**config.mk**
```make
export PLATFORM = sky130hd
export DESIGN_NAME = fdcip_top
export DESIGN_NICKNAME = d
export VERILOG_FILES = /design/src/verilog/fdcip_pkg.sv /design/src/verilog/fdcip_top.sv
export SDC_FILE = /design/constraint.sdc
export NUM_CORES = 1
export LEC_CHECK = 0
export BUFFER_PORTS_ARGS = -buffer_cell sky130_fd_sc_hd__buf_4
export CAP_MARGIN = 20
export CELL_PAD_IN_SITES_DETAIL_PLACEMENT = 1
export CELL_PAD_IN_SITES_GLOBAL_PLACEMENT = 2
export CORE_MARGIN = 5
export CORE_UTILIZATION = 40
export DETAILED_ROUTE_END_ITERATION = 8
export GPL_TIMING_DRIVEN = 0
export PLACE_DENSITY_LB_ADDON = 0.05
export RECOVER_POWER = 25
export SLEW_MARGIN = 20
export SYNTH_ARGS = -nofsm -noshare
export SYNTH_HDL_FRONTEND = slang
export SYNTH_SLANG_ARGS = --single-unit
```
**constraint.sdc**
```tcl
create_clock -name i_clk_sys -period 4.37 [get_ports i_clk_sys]
set_clock_uncertainty 0.2 [all_clocks]
set_input_delay 0.874 -clock i_clk_sys [delete_from_list [all_inputs] [get_ports i_clk_sys]]
set_output_delay 0.874 -clock i_clk_sys [all_outputs]
set_load 0.03 [all_outputs]
```
**src/verilog/fdcip_pkg.sv**
```systemverilog
// Constants, types and register map of the idle and drive-polling sequencer.
// Assumes a 10 MHz system clock and a plain strobe register port.
// Function
// - Reset, software reset or wake-up always lands in the idle phase.
// - Idle shows master-request set and direction clear, awaiting an opcode.
// - First opcode byte starts command phase; command completion returns to idle.
// - Idle enters a polling phase every 1 ms at 500 kb/s.
// - The first polling phase after reset examines ready-changed status of all four drives.
// - Ready-changed toggles for all four drives only after reset, then raises one interrupt.
// - Polling-disable takes effect only if written within 500 us of reset.
// - Stepping and power-down timing run in polling even with polling disabled.
// - Polling emits a step pulse with direction for each drive with a pending step.
// - Motor off and auto power-down enabled: wait 512 ms at 500 kb/s or 1 Mb/s, then power down.
// - Four data rates; writing either rate register switches the matching filter.
// - During ID search a byte other than preamble or sync mark forces a PLL relock to reference.
// - Separated data bits are assembled into bytes for the host.
// - All logic runs from one system clock.
// - While idle the separator stays synchronized to the reference.
// - Master-request is status bit 7, data direction bit 6.
// - Power down clears master-request until wake-up has completed.
package fdcip_pkg;
  ////////////////////////////////////////////////////////////////////////////
  localparam int CLK_HZ = 10_000_000;
  localparam int POLL_US = 1000;
  localparam int WIN_US = 500;
  localparam int PD_MS = 512;
  localparam int WAKE_US = 2000;
  localparam int POLL_CYC = POLL_US * (CLK_HZ / 1_000_000);
  localparam int WIN_CYC = WIN_US * (CLK_HZ / 1_000_000);
  localparam int PD_CYC = PD_MS * (CLK_HZ / 1_000);
  localparam int WAKE_CYC = WAKE_US * (CLK_HZ / 1_000_000);
  // Rate weights per cycle, 500 kb/s is the base weight
  localparam logic [4:0] W_BASE = 5'd10;
  localparam logic [4:0] W_250 = 5'd5;
  localparam logic [4:0] W_300 = 5'd6;
  localparam logic [4:0] W_500 = 5'd10;
  localparam logic [4:0] W_1M = 5'd20;
  localparam logic [1:0] RATE_500 = 2'h0;
  localparam logic [1:0] RATE_300 = 2'h1;
  localparam logic [1:0] RATE_250 = 2'h2;
  localparam logic [1:0] RATE_1M = 2'h3;
  ////////////////////////////////////////////////////////////////////////////
  localparam logic [3:0] A_MAIN_STATUS = 4'h0;
  localparam logic [3:0] A_DATA = 4'h1;
  localparam logic [3:0] A_RATE_CTL = 4'h2;
  localparam logic [3:0] A_RATE_SEL = 4'h3;
  localparam logic [3:0] A_CFG = 4'h4;
  localparam logic [3:0] A_IRQ_ST = 4'h5;
  localparam logic [3:0] A_IRQ_MSK = 4'h6;
  localparam logic [3:0] A_RDY_CHG = 4'h7;
  localparam logic [3:0] A_SENSE = 4'h8;
  localparam logic [3:0] A_STEP = 4'h9;
  localparam int MAIN_STATUS_MASTER = 7;
  localparam int MAIN_STATUS_DIR = 6;
  localparam int MAIN_STATUS_CMD = 4;
  localparam int CFG_POLL_DIS = 0;
  localparam int CFG_APD_EN = 1;
  localparam int CFG_ID_SEARCH = 2;
  localparam int CFG_SW_RESET = 7;
  localparam int EV_RDY_CHG = 0;
  localparam int EV_BYTE = 1;
  localparam int EV_STEP = 2;
  localparam int EV_PWRDN = 3;
  localparam logic [3:0] IRQ_MSK_RST = 4'h0;
  localparam logic [7:0] PREAMBLE = 8'h00;
  localparam logic [7:0] SYNC_MARK = 8'ha1;
  ////////////////////////////////////////////////////////////////////////////
  typedef enum logic [4:0] {
    PH_IDLE = 5'h01,
    PH_CMD = 5'h02,
    PH_POLL = 5'h04,
    PH_PWRDN = 5'h08,
    PH_WAKE = 5'h10
  } fdcip_phase_t;
endpackage

```
**src/verilog/fdcip_top.sv**
```systemverilog
// Idle, command and drive-polling phase sequencer with separator digital side.
// Assumes one system clock; motor-idle and separator pins are asynchronous.
//
// The register addresses and the address-and-strobe port were decided locally.
`timescale 1ns/1ns
module fdcip_top #(
  parameter int POLL_CYC = fdcip_pkg::POLL_CYC,
  parameter int WIN_CYC = fdcip_pkg::WIN_CYC,
  parameter int PD_CYC = fdcip_pkg::PD_CYC,
  parameter int WAKE_CYC = fdcip_pkg::WAKE_CYC
) (
  // Clock, reset, enable
  input wire logic i_clk_sys,
  input wire logic i_resetn,
  input wire logic i_ce,
  // Register port
  input wire logic [3:0] i_addr,
  input wire logic [7:0] i_wdata,
  input wire logic i_wr,
  input wire logic i_rd,
  output logic [7:0] o_rdata,
  output logic o_irq,
  // Command engine
  input wire logic i_cmd_done,
  output logic o_cmd_phase,
  // Drive side
  input wire logic i_motor_idle,
  output logic o_step,
  output logic o_dir,
  output logic [1:0] o_step_drv,
  output logic o_power_down,
  // Data separator
  input wire logic i_sep_data,
  input wire logic i_sep_window,
  output logic [1:0] o_drate,
  output logic [3:0] o_filter_sel,
  output logic o_pll_relock,
  output logic o_sep_ref_lock
);
  import fdcip_pkg::*;

  ////////////////////////////////////////////////////////////////////////////
  typedef struct packed {
    fdcip_phase_t phase;
    logic [31:0] poll_acc;
    logic [31:0] pd_acc;
    logic [31:0] win_cnt;
    logic [31:0] wake_cnt;
    logic [1:0] rate;
    logic [3:0] filt;
    logic poll_dis;
    logic apd_en;
    logic id_search;
    logic [3:0] rdy_chg;
    logic rc_arm;
    logic cmd_pend;
    logic [3:0] irq_st;
    logic [3:0] irq_msk;
    logic [3:0] step_pend;
    logic [3:0] step_dir;
    logic [1:0] drv_idx;
    logic step;
    logic dir;
    logic [1:0] step_drv;
    logic [7:0] rdata;
    logic [7:0] rx_shift;
    logic [2:0] bit_cnt;
    logic [7:0] rx_byte;
    logic relock;
    logic [2:0] pin_s1;
    logic [2:0] pin_s2;
    logic [2:0] pin_s3;
    logic [2:0] pin_f;
    logic win_prev;
  } fdcip_state_t;

  fdcip_state_t s;
  fdcip_state_t next_s;
  logic [7:0] main_status_register;
  logic [3:0] evt;
  logic [4:0] w;
  logic [4:0] w_pd;
  logic wr_cfg;
  logic sw_rst;
  logic [7:0] byte_in;
  logic [31:0] poll_tgt;
  logic [31:0] pd_tgt;

  // Targets are in base-weight units so a faster rate reaches them sooner
  assign poll_tgt = 32'(POLL_CYC) * 32'(W_BASE);
  assign pd_tgt = 32'(PD_CYC) * 32'(W_BASE);

  always_comb begin
    case (s.rate)
      RATE_250: w = W_250;
      RATE_300: w = W_300;
      RATE_1M: w = W_1M;
      default: w = W_500;
    endcase
  end
  // Power-down delay holds its figure at 1 Mb/s as at 500 kb/s
  assign w_pd = (s.rate == RATE_1M) ? W_500 : w;

  always_comb begin
    main_status_register = 8'h00;
    main_status_register[MAIN_STATUS_MASTER] = (s.phase == PH_IDLE || s.phase == PH_POLL ||
                                                s.phase == PH_CMD);
    main_status_register[MAIN_STATUS_DIR] = 1'b0;
    main_status_register[MAIN_STATUS_CMD] = (s.phase == PH_CMD);
  end
  assign wr_cfg = i_wr && (i_addr == A_CFG);
  assign sw_rst = wr_cfg && i_wdata[CFG_SW_RESET];
  assign byte_in = {s.rx_shift[6:0], s.pin_f[1]};

  ////////////////////////////////////////////////////////////////////////////
  always_comb begin
    next_s = s;
    evt = 4'h0;
    next_s.step = 1'b0;
    next_s.relock = 1'b0;
    // Pin synchronisers: a change counts once stages two and three agree
    next_s.pin_s1 = {i_sep_window, i_sep_data, i_motor_idle};
    next_s.pin_s2 = s.pin_s1;
    next_s.pin_s3 = s.pin_s2;
    for (int k = 0; k < 3; k++) begin
      if (s.pin_s2[k] == s.pin_s3[k]) begin
        next_s.pin_f[k] = s.pin_s3[k];
      end
    end
    if (s.win_cnt != 32'(WIN_CYC)) begin
      next_s.win_cnt = s.win_cnt + 32'h1;
    end
    // Register writes
    if (i_wr) begin
      case (i_addr)
        A_RATE_CTL, A_RATE_SEL: begin
          next_s.rate = i_wdata[1:0];
          next_s.filt = 4'h1 << i_wdata[1:0];
        end
        A_CFG: begin
          // Late polling-disable writes are ignored
          if (s.win_cnt != 32'(WIN_CYC)) begin
            next_s.poll_dis = i_wdata[CFG_POLL_DIS];
          end
          next_s.apd_en = i_wdata[CFG_APD_EN];
          next_s.id_search = i_wdata[CFG_ID_SEARCH];
        end
        A_IRQ_MSK: next_s.irq_msk = i_wdata[3:0];
        A_SENSE: next_s.rdy_chg[i_wdata[1:0]] = 1'b0;
        A_STEP: begin
          next_s.step_pend = s.step_pend | i_wdata[3:0];
          for (int k = 0; k < 4; k++) begin
            if (i_wdata[k]) begin
              next_s.step_dir[k] = i_wdata[4 + k];
            end
          end
        end
        default: ;
      endcase
    end
    ////////////////////////////////////////////////////////////////////////
    case (s.phase)
      PH_IDLE: begin
        next_s.poll_acc = s.poll_acc + 32'(w);
        if (s.apd_en && s.pin_f[0]) begin
          next_s.pd_acc = (s.pd_acc >= pd_tgt) ? s.pd_acc : s.pd_acc + 32'(w_pd);
        end else begin
          next_s.pd_acc = 32'h0;
        end
        if (i_wr && i_addr == A_DATA) begin
          next_s.phase = PH_CMD;
        end else if (s.poll_acc + 32'(w) >= poll_tgt) begin
          next_s.phase = PH_POLL;
          next_s.poll_acc = 32'h0;
          next_s.drv_idx = 2'h0;
        end
      end
      PH_POLL: begin
        if (i_wr && i_addr == A_DATA) begin
          next_s.cmd_pend = 1'b1;
        end
        if (s.drv_idx == 2'h0 && s.rc_arm && !s.poll_dis) begin
          next_s.rdy_chg = ~s.rdy_chg;
          next_s.rc_arm = 1'b0;
          evt[EV_RDY_CHG] = 1'b1;
        end
        // One drive examined per cycle; runs regardless of polling-disable
        if (s.step_pend[s.drv_idx]) begin
          next_s.step = 1'b1;
          next_s.dir = s.step_dir[s.drv_idx];
          next_s.step_drv = s.drv_idx;
          // A same-cycle request for this drive stays pending
          next_s.step_pend[s.drv_idx] = i_wr && (i_addr == A_STEP) && i_wdata[s.drv_idx];
          evt[EV_STEP] = 1'b1;
        end
        next_s.drv_idx = s.drv_idx + 2'h1;
        if (s.drv_idx == 2'h3) begin
          next_s.cmd_pend = 1'b0;
          if (s.cmd_pend || (i_wr && i_addr == A_DATA)) begin
            next_s.phase = PH_CMD;
          end else if (s.pd_acc >= pd_tgt) begin
            next_s.phase = PH_PWRDN;
            evt[EV_PWRDN] = 1'b1;
          end else begin
            next_s.phase = PH_IDLE;
          end
        end
      end
      PH_CMD: begin
        if (i_cmd_done) begin
          next_s.phase = PH_IDLE;
          next_s.poll_acc = 32'h0;
          next_s.pd_acc = 32'h0;
        end
      end
      PH_PWRDN: begin
        if ((i_rd || i_wr) && (i_addr == A_DATA || i_addr == A_MAIN_STATUS)) begin
          next_s.phase = PH_WAKE;
          next_s.wake_cnt = 32'h0;
        end
      end
      PH_WAKE: begin
        next_s.wake_cnt = s.wake_cnt + 32'h1;
        // Master-request stays low until the clock has settled
        if (s.wake_cnt + 32'h1 >= 32'(WAKE_CYC)) begin
          next_s.phase = PH_IDLE;
          next_s.pd_acc = 32'h0;
          next_s.poll_acc = 32'h0;
        end
      end
      default: next_s.phase = PH_IDLE;
    endcase
    ////////////////////////////////////////////////////////////////////////
    // Byte assembly on each rising edge of the filtered bit window outside power down
    next_s.win_prev = s.pin_f[2];
    if (s.pin_f[2] && !s.win_prev && s.phase != PH_PWRDN) begin
      next_s.rx_shift = byte_in;
      next_s.bit_cnt = s.bit_cnt + 3'h1;
      if (s.bit_cnt == 3'h7) begin
        next_s.rx_byte = byte_in;
        evt[EV_BYTE] = 1'b1;
        if (s.id_search && byte_in != PREAMBLE && byte_in != SYNC_MARK) begin
          next_s.relock = 1'b1;
        end
      end
    end
    // Read data, one cycle after the strobe
    if (i_rd) begin
      case (i_addr)
        A_MAIN_STATUS: next_s.rdata = main_status_register;
        A_DATA: next_s.rdata = s.rx_byte;
        A_RATE_CTL, A_RATE_SEL: next_s.rdata = {6'h00, s.rate};
        A_CFG: next_s.rdata = {5'h00, s.id_search, s.apd_en, s.poll_dis};
        A_IRQ_ST: next_s.rdata = {4'h0, s.irq_st};
        A_IRQ_MSK: next_s.rdata = {4'h0, s.irq_msk};
        A_RDY_CHG: next_s.rdata = {4'h0, s.rdy_chg};
        A_STEP: next_s.rdata = {s.step_dir, s.step_pend};
        default: next_s.rdata = 8'h00;
      endcase
    end
    // Read clears status; a same-cycle event still lands
    next_s.irq_st = ((i_rd && i_addr == A_IRQ_ST) ? 4'h0 : s.irq_st) | evt;
    if (sw_rst) begin
      next_s.phase = PH_IDLE;
      next_s.rc_arm = 1'b1;
      next_s.win_cnt = 32'h0;
      next_s.poll_dis = 1'b0;
      next_s.poll_acc = 32'h0;
      next_s.pd_acc = 32'h0;
      next_s.cmd_pend = 1'b0;
      next_s.step_pend = 4'h0;
    end
  end

  ////////////////////////////////////////////////////////////////////////////
  always_ff @(posedge i_clk_sys or negedge i_resetn) begin
    if (!i_resetn) begin
      s <= '0;
      s.phase <= PH_IDLE;
      s.rc_arm <= 1'b1;
      s.filt <= 4'h1;
      s.irq_msk <= IRQ_MSK_RST;
    end else if (i_ce) begin
      s <= next_s;
    end
  end

  assign o_rdata = s.rdata;
  assign o_irq = |(s.irq_st & s.irq_msk);
  assign o_cmd_phase = (s.phase == PH_CMD);
  assign o_step = s.step;
  assign o_dir = s.dir;
  assign o_step_drv = s.step_drv;
  assign o_power_down = (s.phase == PH_PWRDN);
  assign o_drate = s.rate;
  assign o_filter_sel = s.filt;
  assign o_pll_relock = s.relock;
  assign o_sep_ref_lock = (s.phase == PH_IDLE || s.phase == PH_POLL);
endmodule

```
==> results.txt, run 1 <==
The worst setup path is launched from a flip-flop. At the later pin of the worst-skew pair, clock insertion delay measures 0.55 ns. The number of logic stages on the critical path including buffering is 14. The instance count of the mapped netlist came out at ~1,400.

Yosys instantiated no cell more often than sky130_fd_sc_hd__dfrtp_1. The worst setup slack after placement came out at -0.923 ns. The maximum number of pins on one net before global-route repair came out at 77. The starting density of the core came out at 40.3%. The number of nets at the end of the flow is around 1,500.

In this run the power density over the cells is around 490 nW/um^2. Of all nets on the critical path, the largest fanout is 10. At the worst endpoint, the required time is 4.61 ns. The share of synthesized area in the top cell type comes to 41.1%.

Including well taps, the total number of placed cells is 1,822. The most frequently used flop master after synthesis is sky130_fd_sc_hd__dfrtp_1. The combined global-route utilization of all metal layers is 21.6%. The layout cell share with drive strength beyond 1 came out at 16.8%. The count of input and output buffers is 40. The area of the core region is 31,300 um^2. VDD sags by at most ~0.00027 V.

The area of the die came out at 35,200 um^2. The height of the die came out at 188 um. The smallest setup slack after layout is 0.216 ns. The floorplan has 65 rows. Counting instances in the post-synthesis netlist gives the leading cell types as sky130_fd_sc_hd__dfrtp_1 (207), sky130_fd_sc_hd__nand2_1 (141), sky130_fd_sc_hd__o21ai_0 (122), sky130_fd_sc_hd__nor2_1 (105), sky130_fd_sc_hd__nand3_1 (58). The data arrival at the endpoint of the critical path is 4.39 ns.

The number of sinks driven by the clock tree is 210. Subtracting the final worst setup slack from the clock period gives 4.15 ns. The first global-routing pass estimated between 60,000 and 70,000 um of wire. In this run the tightest slew margin relative to its limit is -20.0%. The cell type with the largest total area after synthesis is sky130_fd_sc_hd__dfrtp_1. The number of buffer and inverter instances along the worst setup path is 3.

The final count of pins violating max slew is 63. The initial antenna violation count came out at 0. After detailed routing, the total wire length is 38,600 um. The tree is rooted in a sky130_fd_sc_hd__clkbuf_16. The register area is about 5300 um^2. The type of the worst min-delay path is reg -> reg. The number of nets in the synthesized netlist is 1,427. The global routing usage on met1 came out at 29.9%. The sum of overflow across all layers after global routing came out at 0. Max-cap violations in this run came to 1. The number of buffers inserted by hold repair at cts came out at 0. The post-synthesis cell type count is 91. The number of clock buffers added by TritonCTS is 27.

The flow ran to the end, but the final reports show violations. The detailed placement HPWL came out at around 27,000 um. Setup repair after global routing left no endpoint under its margin.

Global routing used 2.49% of the available met3 tracks. The share of the clock period used by the worst path came out at 95.1%. The pre-antenna-repair detailed-routing pass consisted of 5 iterations.

Yosys printed 0 warnings. The async set or reset register ratio after synthesis came out at 100%. By instance count, the cell type seen most on the critical path is sky130_fd_sc_hd__ha_1. The routed wirelength normalized by instance count is 20.5 um. The synthesized design contains 210 register bits.

The met2 global-route usage is 37.0%. The count of endpoints failing setup in the final report is 0. STA classifies the critical path endpoint as a flip-flop. The post-CTS clock slew at the launch and capture registers of the worst setup and hold paths came out at 0.05 ns. The via count of the first global-routing pass came out at 11,333. The routability congestion estimate from global placement came out at 0.891.

The cell depth of the worst flop-to-flop path is 14. The DRC violation count after routing came out at 0. Yosys attributes the largest share of cell area to sky130_fd_sc_hd__dfrtp_1 (41%), sky130_fd_sc_hd__o21ai_0 (4.8%), sky130_fd_sc_hd__mux2_2 (4.2%), sky130_fd_sc_hd__nand2_1 (4.2%), sky130_fd_sc_hd__nor2_1 (3.1%). The number of vias in the routed layout came out at 10,937. The critical path's largest stage delay is 0.52 ns. CTS built an H-tree with a depth of 1. The slew at the pin with the worst max-slew slack came out at 1.80 ns. The count of final hold-check violations is 0. TritonCTS built the clock tree. The final reports fail on max-capacitance violations, max-slew violations. The post-synthesis to final-layout area growth came out at 15.9%.

The signal on the critical path passes through ha_1 -> ha_1 -> buf_2 -> a21o_1 -> a31oi_4 -> nor4_1 -> mux2_2 -> o2111a_1 -> nand4_1 -> a22oi_2 -> buf_6 -> nand3_4 -> buf_8 -> o31ai_1. The area occupied by multi-input gates is 6900 um^2. The starting DRC count in detailed routing came out at about 500.

The boundary pin count is between 40 and 50. The post-synthesis sequential area ratio is 41.7%. The filler-free cell count of the finished design is 1,879. The number of antenna diodes in the final layout is 0. The standby leakage power is 6.20 nW. The number of instances on the worst hold path is 1. The slowest stage cell on the critical path is sky130_fd_sc_hd__nor4_1. Yosys mapped a number of flops with a built-in enable equal to 0. Using the TritonRoute via totals, the vias-per-cell ratio works out to between 5 and 6. The layout filler cell count is 3,586. The layer carrying the most global-route usage is met2. The classification of the worst setup path is reg -> reg. The synthesized area divided by synthesized cell count is 9.15 um^2. The remaining antenna violation count came out at 0. The synthesized cell area came out at between 10,000 and 15,000 um^2. For this run, the top clock speed supported by timing is 0.241 GHz. The worst-case clock buffer depth is 3.

The die span in x came out at 188 um. Once layout is complete, the utilization of the core stands at ~47%. Broken down by cell family, the worst path's largest delay share belongs to compound AO/OA/AOI/OAI gates.
==> logic make-up (layout without fill, tap and decap cells) <==
logic type | after synthesis | count (layout) | synth area share [%]
xor+xnor | 40 | 40 | 2.78
other cells | 1 | 1 | 0.0297
simple gates | 531 | 531 | 22.3
compound gates | 372 | 372 | 19.4
mux | 64 | 64 | 5.85
flops | 210 | 210 | 41.7
fa+ha+maj | 28 | 28 | 2.90
buf+inv | 132 | 231 | 5.07
==> power breakdown <==
part	internal (mW)	leakage, nW	switching, mW	total, mW
registers	2.30	2.80	0.361	2.66
clock network	1.33	0.427	0.893	2.23
logic	0.928	2.98	1.32	2.25
==> stage by stage <==
stage               instance area, um^2  hold slack [ns]  setup TNS (ns)  power, mW
finish                            14600            0.267               0       7.14
global route                      14600            0.283               0       7.59
CTS                               14500            0.105               0       7.18
detailed placement                13500            0.259          -39.96       4.84
global placement                  13400            0.254          -44.01       4.77
floorplan                         12600            0.237               0       4.09
==> worst register-to-register path: stages (launching register included) <==
cell and delay (ns):
sky130_fd_sc_hd__dfrtp_2 0.47, sky130_fd_sc_hd__ha_1 0.21, sky130_fd_sc_hd__ha_1 0.26, sky130_fd_sc_hd__buf_2 0.22
sky130_fd_sc_hd__a21o_1 0.36, sky130_fd_sc_hd__a31oi_4 0.10, sky130_fd_sc_hd__nor4_1 0.52, sky130_fd_sc_hd__mux2_2 0.26
sky130_fd_sc_hd__o2111a_1 0.18, sky130_fd_sc_hd__nand4_1 0.18, sky130_fd_sc_hd__a22oi_2 0.36, sky130_fd_sc_hd__buf_6 0.17
sky130_fd_sc_hd__nand3_4 0.12, sky130_fd_sc_hd__buf_8 0.19, sky130_fd_sc_hd__o31ai_1 0.22
==> cell type report <==
| type | instances | area share [%] |
|---|---|---|
| Multi-Input combinational cell | 1036 | 47.2 |
| Sequential cell | 210 | 36.0 |
| Clock buffer | 40 | 5.30 |
| Tap cell | 402 | 3.44 |
| Buffer | 88 | 3.31 |
| Timing Repair Buffer | 51 | 2.90 |
| Inverter | 44 | 1.13 |
| Clock inverter | 8 | 0.660 |
==> registers in the layout (all words and copies together), names as in the netlist <==
signal	count
o_dir	1
o_pll_relock	1
byte_in	8
o_drate	2
o_step	1
o_step_drv	2
s	176
next_s	7
o_rdata	8
o_filter_sel	4
==> layer usage <==
metal | part of all wire (%) | vias to the layer above
met4 | 1.6 | 0
met1 | 47 | 5525
met5 | 0 | -
met3 | 2.5 | 39
met2 | 48 | 122
li1 | - | 5251
==> cells in the final DEF, fill, tap and decap left out, types with 10 or more instances in the layout <==
cell	instances
sky130_fd_sc_hd__a21o_1	13
sky130_fd_sc_hd__a21oi_1	43
sky130_fd_sc_hd__a22oi_1	15
sky130_fd_sc_hd__a31oi_1	22
sky130_fd_sc_hd__and2_1	17
sky130_fd_sc_hd__and3_1	33
sky130_fd_sc_hd__and4_1	12
sky130_fd_sc_hd__buf_2	12
sky130_fd_sc_hd__buf_4	66
sky130_fd_sc_hd__clkbuf_1	51
sky130_fd_sc_hd__clkbuf_16	27
sky130_fd_sc_hd__dfrtp_1	205
sky130_fd_sc_hd__ha_1	25
sky130_fd_sc_hd__inv_1	42
sky130_fd_sc_hd__mux2_2	47
sky130_fd_sc_hd__mux2i_1	14
sky130_fd_sc_hd__nand2_1	140
sky130_fd_sc_hd__nand2b_1	10
sky130_fd_sc_hd__nand3_1	57
sky130_fd_sc_hd__nand4_1	38
sky130_fd_sc_hd__nor2_1	105
sky130_fd_sc_hd__nor2b_1	11
sky130_fd_sc_hd__nor3_1	25
sky130_fd_sc_hd__nor4_1	10
sky130_fd_sc_hd__o21ai_0	122
sky130_fd_sc_hd__o22ai_1	11
sky130_fd_sc_hd__o31ai_1	36
sky130_fd_sc_hd__o41ai_1	12
sky130_fd_sc_hd__or3_1	13
sky130_fd_sc_hd__xnor2_1	13
sky130_fd_sc_hd__xor2_1	27
==> final timing paths <==
| kind | from | to | slack, ns |
|---|---|---|---|
| max reg2reg | o_drate[1] | s[195] | 0.22 |
| min | s[154] | s[154] | 0.27 |
| max in group asynchronous | i_resetn | s[64] | 1.81 |
| min reg2reg | s[154] | s[154] | 0.27 |
| min in group asynchronous | i_resetn | s[157] | 0.62 |
| max | o_drate[1] | s[195] | 0.22 |
==> repair_timing <==
action	CTS	global route
cloned	0	0
gates resized for setup	24	23
hold endpoints to repair	0	0
pin swaps	2	11
buffers inserted	4	5
endpoints found under the setup margin	44	53
Note: power is estimated with default switching activity, not from simulation.
==> inputs of run 2 (changes only) <==
CORE_ASPECT_RATIO = 0.7   (was default)
CORE_MARGIN = default   (was 5)
GPL_TIMING_DRIVEN = default   (was 0)
==> run 2 against run 1 <==
  * The flow still finishes with violations (max-capacitance violations, max-slew violations)
  * Die area decreased by 8.3%
  * Worst setup slack got worse by 0.021 ns
  * Critical path depth rose by 1
  * Register-to-register slack got worse by 0.02 ns
  * Global-route usage increased by 2.9 points
  * Non-clock buffer count down 47
  * Combinational power shrank 5%
==> results.txt, run 2 (synthesis gave the netlist of run 1 again) <==
The switching portion of total power came out at 37.0% (was 36.1%). The met1 wire length came out at 20,100 um (was 18,300 um). The post-CTS clock slew at the launch and capture registers of the worst setup and hold paths came out at 0.06 ns (was 0.05 ns). The routability congestion estimate from global placement came out at 0.840 (was 0.891). The area of the die came out at 32,200 um^2 (was 35,200 um^2).

The length of the first detailed-routing pass in iterations is 5 (unchanged). The sequential share of power came out at 40.3% (was 37.3%). The number of vias in the routed layout came out at 10,909 (was 10,937).

The starting density of the core came out at 41.3% (was 40.3%). The worst-case clock buffer depth was 3 (unchanged). The post-synthesis to final-layout area growth is 12.2% (was 15.9%). The initial antenna violation count is 1 (was 0). The die span in x came out at 214 um (was 188 um).

The power share of the combinational group was 31.1% (was 31.5%). The number of buffers inserted by hold repair at cts came out at 0 (unchanged). The register with the most flip-flops is s (unchanged). Outcome: complete, but fails checks (unchanged).

The top layer reached by signal wires was met4 (unchanged). The slew at the pin with the worst max-slew slack is 2.04 ns (was 1.80 ns). Cell chain of the critical path: inv_1 -> ha_1 -> or2_2 -> ha_1 -> a21oi_1 -> a21oi_1 -> o2111ai_1 -> mux2i_1 -> o2111a_1 -> nand4_1 -> a22oi_2 -> buf_4 -> nand3_4 -> buf_12 -> o31ai_1 (was ha_1 -> ha_1 -> buf_2 -> a21o_1 -> a31oi_4 -> nor4_1 -> mux2_2 -> o2111a_1 -> nand4_1 -> a22oi_2 -> buf_6 -> nand3_4 -> buf_8 -> o31ai_1). The number of nets at the end of the flow came to 1,457 (was 1,507).

The via density per instance is 5.94 (was 5.82). The number of CTS-inserted buffers is 24 (was 27). The combined global-route utilization of all metal layers was 24.5% (was 21.6%).

The switching power is 2.54 mW (was 2.57 mW). The layout cell share with drive strength beyond 1 was 15.7% (was 16.8%). The flip-flop count of the largest register, all copies and words added was 176 (unchanged). The final count of pins violating max slew came to 75 (was 63).

The number of rows created at floorplan is 53 (was 65). The via count of the first global-routing pass is 11,135 (was 11,333). The classification of the worst setup path is reg -> reg (unchanged). The share of the clock period used by the worst path came out at 95.5% (was 95.1%).

The number of sinks driven by the clock tree is 210 (unchanged). The filler-free cell count of the finished design was 1,836 (was 1,879). The area of the core region came to 30,500 um^2 (was 31,300 um^2). The clock latency reported for the late side of the worst-skew pair came out at 0.55 ns (about the same). The root buffer cell was sky130_fd_sc_hd__clkbuf_16 (unchanged).

The boundary pin count was 44 (unchanged). The amount of wire on met3 after detailed routing was 1570 um (was 974 um). The starting DRC count in detailed routing came out at 791 (was 492). The number of buffer and inverter instances along the worst setup path came to 3 (unchanged). The routed wirelength normalized by instance count is 21.1 um (was 20.5 um). The remaining antenna violation count is 0 (unchanged). The data arrival at the endpoint of the critical path is 4.41 ns (was 4.39 ns). The DRC violation count after routing came out at 0 (unchanged). The clock power share came to 28.6% (was 31.2%). The endpoint type of the worst setup path is a flip-flop (unchanged). The post-layout minimum cycle time is 4.17 ns (was 4.15 ns). The count of input and output buffers is 43 (was 40). The peak supply drop came out at 0.000297 V (was 0.000267 V). The wire length on met2 came out at 16,300 um (was 18,700 um). The slowest stage cell on the critical path is sky130_fd_sc_hd__o2111ai_1 (was sky130_fd_sc_hd__nor4_1). The final-layout worst hold slack came out at 0.271 ns (was 0.267 ns).

The critical-path maximum fanout is 12 (was 10). The total power came out at 6.85 mW (was 7.14 mW). The startpoint kind of the worst setup timing path was a flip-flop (unchanged). The layout filler cell count was 3,566 (was 3,586). The worst max-slew margin expressed relative to the limit is -36.0% (was -20.0%).

The H-tree depth came out at 1 (unchanged). The count of final hold-check violations is 0 (unchanged). Violations in the final reports: max-capacitance violations, max-slew violations (unchanged).

The detailed placement HPWL came to 27,200 um (was 27,500 um). The reported max-cap violation count came to 1 (unchanged). The type of the worst min-delay path is reg -> reg (unchanged).

The utilization after layout was 46.4% (was 46.7%). The critical path's largest stage delay was 0.43 ns (was 0.52 ns). The final sum of negative setup slack came out at 0 ns (unchanged). The sum of overflow across all layers after global routing came out at 0 (unchanged). The data required time at the worst endpoint came out at 4.61 ns (about the same). The wire length after detailed routing is 38,700 um (was 38,600 um). The count of endpoints failing setup in the final report came out at 0 (unchanged). The standby leakage power came to 6.03 nW (was 6.20 nW).

The internal power component came out at 4.31 mW (was 4.56 mW). The number of placed instances, taps included is 1,788 (was 1,822). The height of the die came out at 151 um (was 188 um).

The power density of the placed cells came out at 484 nW/um^2 (was 489 nW/um^2). The CTS tree is yes (unchanged). The maximum number of pins on one net before global-route repair is 84 (was 77). The most common cell after layout, fill and taps aside is sky130_fd_sc_hd__dfrtp_1 (unchanged). The kind of cell adding the most delay to the critical path was compound AO/OA/AOI/OAI gates (unchanged). The maximum clock frequency came out at 0.240 GHz (was 0.241 GHz). The global-route wire length before repair is 63,500 um (was 63,100 um).

Most used cells in the layout excluding fill and tap cells: sky130_fd_sc_hd__dfrtp_1 (206), sky130_fd_sc_hd__nand2_1 (140), sky130_fd_sc_hd__o21ai_0 (122) (was sky130_fd_sc_hd__dfrtp_1 (205), sky130_fd_sc_hd__nand2_1 (140), sky130_fd_sc_hd__o21ai_0 (122)).
==> run 2: layout make-up <==
type | instances | area, um^2 | area share, %
diodes | 1 | 2.50 | 0.0177
well taps | 412 | 515 | 3.64
flip-flops and latches | 210 | 5260 | 37.2
inverters | 44 | 165 | 1.17
multi-input cells | 1036 | 6760 | 47.8
clock buffers | 35 | 692 | 4.89
repair buffers | 92 | 711 | 5.02
clock inverters | 6 | 45.0 | 0.318
==> run 2: worst paths after layout <==
check / start / to / slack, ns / cells after the start
min in group asynchronous: i_resetn / s[186] / 0.67 / 1
worst max-delay path: o_drate[0] / s[193] / 0.20 / 15
worst min register to register: s[154] / s[154] / 0.27 / 1
worst min-delay path: s[154] / s[154] / 0.27 / 1
worst max register to register: o_drate[0] / s[193] / 0.20 / 15
max in group asynchronous: i_resetn / o_drate[0] / 1.04 / 2
==> run 2: stage by stage <==
step | cell area [um^2] | setup slack, ns
floorplan | 12600 | 0.457
global placement | 13400 | 0.0296
detailed placement | 13400 | -0.150
CTS | 14100 | 0.0376
global route | 14100 | -0.0115
finish | 14100 | 0.195
==> run 2: what timing repair did <==
action	4_1_cts	5_1_grt
buffers inserted	1	5
gates resized for setup	2	8
pin swaps	1	2
endpoints found under the setup margin	17	39
==> run 2: routing by layer <==
layer | global-route usage (%) | vias up
met5 | 0 | -
met4 | 5.54 | 0
met3 | 3.66 | 48
met2 | 35.8 | 210
met1 | 37.8 | 5504
li1 | - | 5147
==> run 2: power groups by stage <==
stage	Clock [mW]	Sequential, mW	Combinational, mW
after global routing	2.08	2.83	2.34
final	1.96	2.77	2.13
after detailed placement	0	2.78	2.07
after floorplan	0	2.58	1.51
after CTS	2.01	2.76	2.10
after global placement	0	2.76	2.01
